[src/pcm_regs.vh]
// Purpose: Constants for the PCI configuration mapping block
// Assumes: Config offsets are standard PCI header dword offsets, chosen here
// Notes: Included by pcm_top.v and pcm_lat_timer.v
`ifndef PCM_REGS_VH
`define PCM_REGS_VH

// Config space byte offsets (low 8 bits of config address)
`define PCM_OFF_CMD_STATUS 8'h04
`define PCM_OFF_LAT_TIMER 8'h0C
`define PCM_OFF_MEM_BASE 8'h10
`define PCM_OFF_INT_ROUTE 8'h3C

// Command/status fields
`define PCM_CMD_MEM_EN 1
`define PCM_CMD_MST_EN 2

// Base-address fields
`define PCM_BAR_HI 31
`define PCM_BAR_LO 27
`define PCM_BAR_IO_BIT 0

// Latency timer field
`define PCM_LAT_HI 15
`define PCM_LAT_LO 8
`define PCM_LAT_W 8

// Interrupt-line field
`define PCM_INTL_HI 7
`define PCM_INTL_LO 0

// One-hot select bits for the config registers
`define PCM_SEL_CMD 0
`define PCM_SEL_LAT 1
`define PCM_SEL_BAR 2
`define PCM_SEL_INT 3

// Reset values
`define PCM_RST_32 32'h0000_0000
`define PCM_RST_8 8'h00
`define PCM_RST_5 5'h00

`endif

[src/pcm_lat_timer.v]
// Purpose: Bus-ownership latency counter for the master side
// Assumes: gnt and own are synchronous to clk
// Notes: Loads on grant, counts down while owning the bus
`timescale 1ns/1ns

`include "pcm_regs.vh"

module pcm_lat_timer #(
   parameter W = `PCM_LAT_W
) (
   input wire clk,
   input wire srst,
   input wire ce,
   input wire [W-1:0] limit,
   input wire gnt_start,
   input wire own,
   output wire expired
);

   reg [W-1:0] cnt_ff;
   reg exp_ff;
   reg [W-1:0] nxt_cnt;
   reg nxt_exp;

   always @* begin
      nxt_cnt = cnt_ff;
      nxt_exp = exp_ff;
      if (gnt_start) begin
         nxt_cnt = limit;
         nxt_exp = (limit == {W{1'b0}});
      end else if (own && !exp_ff) begin
         if (cnt_ff <= {{(W-1){1'b0}}, 1'b1}) begin
            nxt_cnt = {W{1'b0}};
            nxt_exp = 1'b1;
         end else begin
            nxt_cnt = cnt_ff - {{(W-1){1'b0}}, 1'b1};
         end
      end else if (!own) begin
         nxt_exp = 1'b0;
      end
   end

   always @(posedge clk) begin
      if (srst) begin
         cnt_ff <= {W{1'b0}};
         exp_ff <= 1'b0;
      end else if (ce) begin
         cnt_ff <= nxt_cnt;
         exp_ff <= nxt_exp;
      end
   end

   assign expired = exp_ff;

endmodule // pcm_lat_timer

[src/pcm_top.v]
// Purpose: PCI configuration registers, memory decode and master gating
// Assumes: One config access per cfg_valid pulse; all inputs synchronous to clk
// Notes: Read data, hit and ownership outputs are registered (one cycle late)
`timescale 1ns/1ns

`include "pcm_regs.vh"

////////////////////////////////////////////////////////////////////////////////
// Functional notes
// - The base register keeps the device's memory base in bits 31 to 27.
// - Memory accesses are answered only while memory-space enable is set.
// - After an all-ones write the base reads zeros in bits 26 to 4 (128MB needed).
// - Base bit 0 always reads zero, so the device lives in memory space.
// - With base set and memory enable on, the device acts as a normal target.
// - Bus ownership lasts one clock more than the count in latency-timer bits 15 to 8, or longer while still granted.
// - The device masters the bus only while master enable is set.
// - The interrupt-line value reads back unchanged.
module pcm_top #(
   parameter LAT_W = `PCM_LAT_W
) (
   input wire clk,
   input wire srst,
   input wire ce,
   input wire cfg_valid,
   input wire cfg_write,
   input wire [7:0] cfg_addr,
   input wire [3:0] cfg_be,
   input wire [31:0] cfg_wdata,
   output reg [31:0] cfg_rdata_ff,
   output reg cfg_rvalid_ff,
   input wire mem_valid,
   input wire [31:0] mem_addr,
   output reg mem_hit_ff,
   input wire dma_req,
   input wire bus_gnt,
   output reg bus_req_ff,
   output reg bus_own_ff
);

   ////////////////////////////////////////////////////////////////////////////
   // Register state
   // Only base bits 31:27 are stored; the lower bits read as zero
   reg [`PCM_BAR_HI:`PCM_BAR_LO] base_ff;
   reg mem_en_ff;
   reg mst_en_ff;
   reg [LAT_W-1:0] lat_ff;
   reg [7:0] intl_ff;
   reg gnt_d_ff;

   // Byte-lane merge, used for every writable register
   function [31:0] merge;
      input [31:0] old;
      input [31:0] wd;
      input [3:0] be;
      integer i;
      begin
         merge = old;
         for (i = 0; i < 4; i = i + 1) begin
            if (be[i]) begin
               merge[i*8 +: 8] = wd[i*8 +: 8];
            end
         end
      end
   endfunction

   ////////////////////////////////////////////////////////////////////////////
   // Register select, shared by the write and read paths
   function [3:0] reg_sel;
      input [7:0] a;
      begin
         reg_sel = 4'h0;
         reg_sel[`PCM_SEL_CMD] = (a == `PCM_OFF_CMD_STATUS);
         reg_sel[`PCM_SEL_LAT] = (a == `PCM_OFF_LAT_TIMER);
         reg_sel[`PCM_SEL_BAR] = (a == `PCM_OFF_MEM_BASE);
         reg_sel[`PCM_SEL_INT] = (a == `PCM_OFF_INT_ROUTE);
      end
   endfunction

   wire wr = cfg_valid && cfg_write;
   wire [3:0] sel = reg_sel(cfg_addr);
   wire [31:0] cur_cmd = {29'h0000_0000, mst_en_ff, mem_en_ff, 1'b0};
   // Built by part-select so the field stays at bit 8 for any timer width
   reg [31:0] cur_lat;
   always @* begin
      cur_lat = `PCM_RST_32;
      cur_lat[`PCM_LAT_LO +: LAT_W] = lat_ff;
   end
   // Bits 26:0 are hardwired zero, so an all-ones probe reads 128MB-aligned size
   wire [31:0] cur_bar = {base_ff, 27'h000_0000};
   wire [31:0] cur_int = {24'h00_0000, intl_ff};
   wire [31:0] m_cmd = merge(cur_cmd, cfg_wdata, cfg_be);
   wire [31:0] m_lat = merge(cur_lat, cfg_wdata, cfg_be);
   wire [31:0] m_bar = merge(cur_bar, cfg_wdata, cfg_be);
   wire [31:0] m_int = merge(cur_int, cfg_wdata, cfg_be);

   ////////////////////////////////////////////////////////////////////////////
   // Config writes
   always @(posedge clk) begin
      if (srst) begin
         base_ff <= `PCM_RST_5;
         mem_en_ff <= 1'b0;
         mst_en_ff <= 1'b0;
         lat_ff <= {LAT_W{1'b0}};
         intl_ff <= `PCM_RST_8;
      end else if (ce && wr) begin
         // Unmapped offsets match no select, so the write is dropped
         if (sel[`PCM_SEL_CMD]) begin
            mem_en_ff <= m_cmd[`PCM_CMD_MEM_EN];
            mst_en_ff <= m_cmd[`PCM_CMD_MST_EN];
         end
         if (sel[`PCM_SEL_LAT]) begin
            lat_ff <= m_lat[`PCM_LAT_LO +: LAT_W];
         end
         if (sel[`PCM_SEL_BAR]) begin
            base_ff <= m_bar[`PCM_BAR_HI:`PCM_BAR_LO];
         end
         if (sel[`PCM_SEL_INT]) begin
            intl_ff <= m_int[`PCM_INTL_HI:`PCM_INTL_LO];
         end
      end
   end

   ////////////////////////////////////////////////////////////////////////////
   // Config reads; unmapped offsets read zero
   reg [31:0] nxt_rdata;
   always @* begin
      nxt_rdata = `PCM_RST_32;
      if (sel[`PCM_SEL_CMD]) begin
         nxt_rdata = cur_cmd;
      end
      if (sel[`PCM_SEL_LAT]) begin
         nxt_rdata = cur_lat;
      end
      if (sel[`PCM_SEL_BAR]) begin
         nxt_rdata = cur_bar;
      end
      if (sel[`PCM_SEL_INT]) begin
         nxt_rdata = cur_int;
      end
   end

   always @(posedge clk) begin
      if (srst) begin
         cfg_rdata_ff <= `PCM_RST_32;
         cfg_rvalid_ff <= 1'b0;
      end else if (ce) begin
         cfg_rvalid_ff <= cfg_valid && !cfg_write;
         // Data holds between reads; only rvalid pulses
         if (cfg_valid && !cfg_write) begin
            cfg_rdata_ff <= nxt_rdata;
         end
      end
   end

   ////////////////////////////////////////////////////////////////////////////
   // Memory target decode
   // Only the stored base bits are compared; the rest is the window offset
   wire nxt_hit = mem_valid && mem_en_ff
                  && (mem_addr[`PCM_BAR_HI:`PCM_BAR_LO] == base_ff);

   always @(posedge clk) begin
      if (srst) begin
         mem_hit_ff <= 1'b0;
      end else if (ce) begin
         mem_hit_ff <= nxt_hit;
      end
   end

   ////////////////////////////////////////////////////////////////////////////
   // Bus mastering
   wire lat_expired;
   // A regrant while owning must not reload the timer and stretch the limit
   wire gnt_start = bus_gnt && !gnt_d_ff && bus_req_ff && !bus_own_ff;

   // Timer shares ce, so a frozen block also freezes the count
   pcm_lat_timer #(
      .W(LAT_W)
   ) pcm_lat_timer_inst (
      .clk(clk),
      .srst(srst),
      .ce(ce),
      .limit(lat_ff),
      .gnt_start(gnt_start),
      .own(bus_own_ff),
      .expired(lat_expired)
   );

   // Hold ownership past expiry while still granted, as PCI allows
   // The drop is registered, so ownership ends one cycle after expiry
   wire release_bus = lat_expired && !bus_gnt;

   reg nxt_own;
   always @* begin
      nxt_own = bus_own_ff;
      if (!mst_en_ff || !dma_req) begin
         nxt_own = 1'b0;
      end else if (gnt_start) begin
         nxt_own = 1'b1;
      end else if (release_bus) begin
         nxt_own = 1'b0;
      end
   end

   always @(posedge clk) begin
      if (srst) begin
         gnt_d_ff <= 1'b0;
         bus_req_ff <= 1'b0;
         bus_own_ff <= 1'b0;
      end else if (ce) begin
         gnt_d_ff <= bus_gnt;
         bus_req_ff <= dma_req && mst_en_ff;
         bus_own_ff <= nxt_own;
      end
   end

endmodule // pcm_top

[config.mk]
export PLATFORM = sky130hd
export DESIGN_NAME = pcm_top
export DESIGN_NICKNAME = d
export VERILOG_FILES = /design/src/pcm_lat_timer.v /design/src/pcm_top.v
export VERILOG_INCLUDE_DIRS = /design/src
export SDC_FILE = /design/constraint.sdc
export NUM_CORES = 1
export LEC_CHECK = 0
export BUFFER_PORTS_ARGS = -buffer_cell sky130_fd_sc_hd__clkbuf_2
export CORE_UTILIZATION = 36
export CTS_BUF_LIST = sky130_fd_sc_hd__clkbuf_8
export CTS_CLUSTER_DIAMETER = 80
export DETAILED_ROUTE_END_ITERATION = 10
export PLACE_DENSITY = 0.71
export SKIP_LAST_GASP = 1
export SLEW_MARGIN = 20
export SYNTH_ARGS = -nofsm -noshare
export SYNTH_HDL_FRONTEND = slang
export SYNTH_SLANG_ARGS = --single-unit
[constraint.sdc]
create_clock -name clk -period 2.1 [get_ports clk]
set_input_delay 0.21 -clock clk [delete_from_list [all_inputs] [get_ports clk]]
set_output_delay 0.21 -clock clk [all_outputs]
set_load 0.005 [all_outputs]
==> reports/qor.txt <==
CTS tree: built
DR vias: 2370
routed wire length: 6600 um
most instantiated cells after synthesis: dfxtp_1 (58), nor2_1 (47), mux2i_1 (24), a22oi_1 (21), nand3_1 (15)
global route overflow: 0
worst skew pair latency: 0.34 ns
Fin. Hold Viols: 0
slowest stage cell, crit path: or4b_4
First DRT Iteration DRCs: 139
Die X: 88.0 um
ANT cells: 0
DRT Pass-1 Iters: 5
Filler cells: 708
unrepaired setup endpoints after global routing: yes
pwr dens: 735 mW/mm^2
arrival time of the worst setup path: 2.39 ns
drt drc: 0
wire length per cell: 13.9 um
H-tree Lvls: 3
VDD IR max: 0.443 mV
endpoint type of the worst setup path: flop
status: finished clean
Layout Nets: 456
CTS Buffer Depth: 2
Via density: 5.01
hold_buf cts: 0
CTS Root Cell: clkbuf_8
vias in the first global route: 2271
Post-Route Setup TNS: 0 ns
hpwl dp: 4750 um
Setup CP Type: flop to flop
Core Rows: 31
Slew @ Worst Pin: 0.505 ns
largest net degree at the start of global routing: 26
clock sinks: 58
core area: 0.00721 mm^2
Layout area overhead: 29.5%
slowest cell delay on critical path: 0.52 ns
Synth Warn #: 0
share of layout cells above drive strength 1: 0.321
All-Layer GR Usage: 0.182
initial antenna violation count: 0
Seq/Total Area, Yosys: 0.436
period utilization: 1.00
HP Class: input pin to flop
count leader, synth: dfxtp_1
Synth Cell Area: 0.00267 mm^2
Worst setup SP type: flop
Yosys top cell by area: dfxtp_1
Min Clock Period, post-route: 2.10 ns
Yosys cell types: 49
slew margin rel.: 0.661
P_leak: 1.38 nW
Final Power: 2.53 mW
number of top-level pins: 120
final antenna-violating net count: 0
Synth async-reset ratio: 0
skew final: 0.00320 ns
setup bufs post-CTS: 0
CP required: 2.39 ns
Max Fclk: 0.476 GHz
# setup viols final: 0
Slew Viols, Final: 0
Initial Utilization: 0.369
post-synth top area share: 0.436
register bit total from synthesis: 58
CTS buffer count: 9
clock-pin slew on the worst setup and hold paths: 0.07 ns
Top FF cell, synth: dfxtp_1
Most common cell on crit path: or4b_4
max-cap violations: 0
Post-synth EDFFs: 0
die area: 0.00775 mm^2
Gate Count Post-Synth: 286
largest cells by area after synthesis: dfxtp_1 (44%), mux2i_1 (9.0%), nor2_1 (6.6%)
worst path cell trace: inv_1, ha_2, or4b_4, or4b_4, a2111oi_4, a311o_1
maximum fanout along the worst path: 3
Avg Cell Area, Syn: 9.32 um^2
die height: 88.0 um
final estimated routing congestion in global placement: 0.901
IO Port Bufs: 69
first-pass GRT wire length: 10700 um
-- cell type report --
type | count | area, um^2 | area share
clock buffers | 11 | 151 | 0.0439
multi-input cells | 205 | 1400 | 0.405
well taps | 99 | 124 | 0.0359
clock inverters | 4 | 98.8 | 0.0286
repair buffers | 88 | 488 | 0.141
flip-flops and latches | 58 | 1160 | 0.336
inverters | 8 | 30.0 | 0.00870
-- registers in the layout, summed over array words and instances (netlist names) --
signal                      flops
pcm_lat_timer_inst.expired      1
gnt_d_ff                        1
mst_en_ff                       1
bus_req_ff                      1
mem_hit_ff                      1
lat_ff                          8
pcm_lat_timer_inst.cnt_ff       8
cfg_rvalid_ff                   1
base_ff                         5
intl_ff                         8
bus_own_ff                      1
mem_en_ff                       1
cfg_rdata_ff                   21
-- power breakdown --
| group | total, mW | switching, mW | internal (mW) |
|---|---|---|---|
| Combinational | 0.122 | 0.0710 | 0.0508 |
| Sequential | 1.10 | 0.00231 | 1.10 |
| Clock | 1.31 | 0.460 | 0.848 |
-- timing repair --
action | in CTS | in global routing
resized for setup | 1 | 3
endpoints found under the setup margin | 1 | 2
pin swaps | 0 | 1
-- final timing paths --
path,start,endpoint,slack [ns],cells after the start
min,cfg_wdata[5],intl_ff[5],0.1,3
max reg2reg,pcm_lat_timer_inst.cnt_ff[1],pcm_lat_timer_inst.cnt_ff[6],0.0007,6
min reg2reg,cfg_rvalid_ff,cfg_rvalid_ff,0.49,2
max,pcm_lat_timer_inst.cnt_ff[1],pcm_lat_timer_inst.cnt_ff[6],0.0007,6
-- through the flow --
step            util  cells  setup WS (ns)  hold slack [ns]  cell area, um^2
2_1_floorplan      -    296        0.00620            0.357             2710
3_3_place_gp   0.440    458         0.0379            0.449             3180
6_report       0.478    473       0.000653           0.0962             3450
3_5_place_dp   0.440    458       -0.00158            0.452             3180
4_1_cts        0.476    473        0.00437           0.0822             3430
5_1_grt        0.478    473         -0.107           0.0998             3450
-- cells by family after synthesis --
family,synth area share
DFF,0.436
adders and majority gates,0.00939
muxes,0.0944
AOI/OAI and AO/OA,0.141
xor gates and xnor gates,0.0164
other,0.00141
and+or+nand+nor,0.237
buffers and inverters,0.0648
-- metal layers --
| layer | vias up | share of wire | track usage |
|---|---|---|---|
| met5 | - | 0 | 0 |
| met4 | 0 | 0.030 | 0.103 |
| met3 | 15 | 0.065 | 0.0556 |
| met2 | 82 | 0.46 | 0.278 |
| met1 | 1074 | 0.44 | 0.228 |
| li1 | 1199 | - | - |
-- worst max-delay path: cells and delay by family (launching register included) --
family	cells	cell delay (ns)
AO/OA/AOI/OAI	2	0.47
flip-flops	1	0.33
AND/OR/NAND/NOR	2	0.98
buffers and inverters	1	0.08
adder cells (fa/ha/maj)	1	0.17
-- cell usage in the layout, fill, tap and decap left out, types with 2 or more instances in the layout --
| cell | synthesis | layout |
|---|---|---|
| a221oi_1 | 2 | 2 |
| nor2_1 | 47 | 47 |
| xnor2_1 | 4 | 4 |
| a21oi_1 | 7 | 7 |
| or3b_2 | 3 | 3 |
| nor4_2 | 2 | 2 |
| nand2b_1 | 2 | 2 |
| nand2_1 | 7 | 7 |
| a311o_1 | 2 | 2 |
| conb_1 | 1 | 11 |
| nand3b_1 | 3 | 3 |
| dfxtp_1 | 58 | 58 |
| buf_4 | 11 | 19 |
| a21boi_0 | 2 | 2 |
| clkbuf_8 | 0 | 11 |
| a211oi_1 | 4 | 4 |
| nor4_4 | 3 | 3 |
| nand3_1 | 15 | 15 |
| clkbuf_2 | 0 | 69 |
| a22oi_1 | 21 | 21 |
| nor2b_1 | 2 | 2 |
| nor4_1 | 6 | 6 |
| mux2i_1 | 24 | 24 |
| nor3_1 | 3 | 3 |
| bufinv_16 | 0 | 3 |
| nand4_1 | 4 | 4 |
| inv_1 | 8 | 8 |
| or2_2 | 2 | 2 |
| or4_1 | 2 | 2 |
| or4b_4 | 0 | 2 |
| a31oi_1 | 2 | 2 |
| o21ai_0 | 4 | 4 |
| and4_1 | 2 | 2 |
No activity file was read; power rests on OpenSTA's default activity.
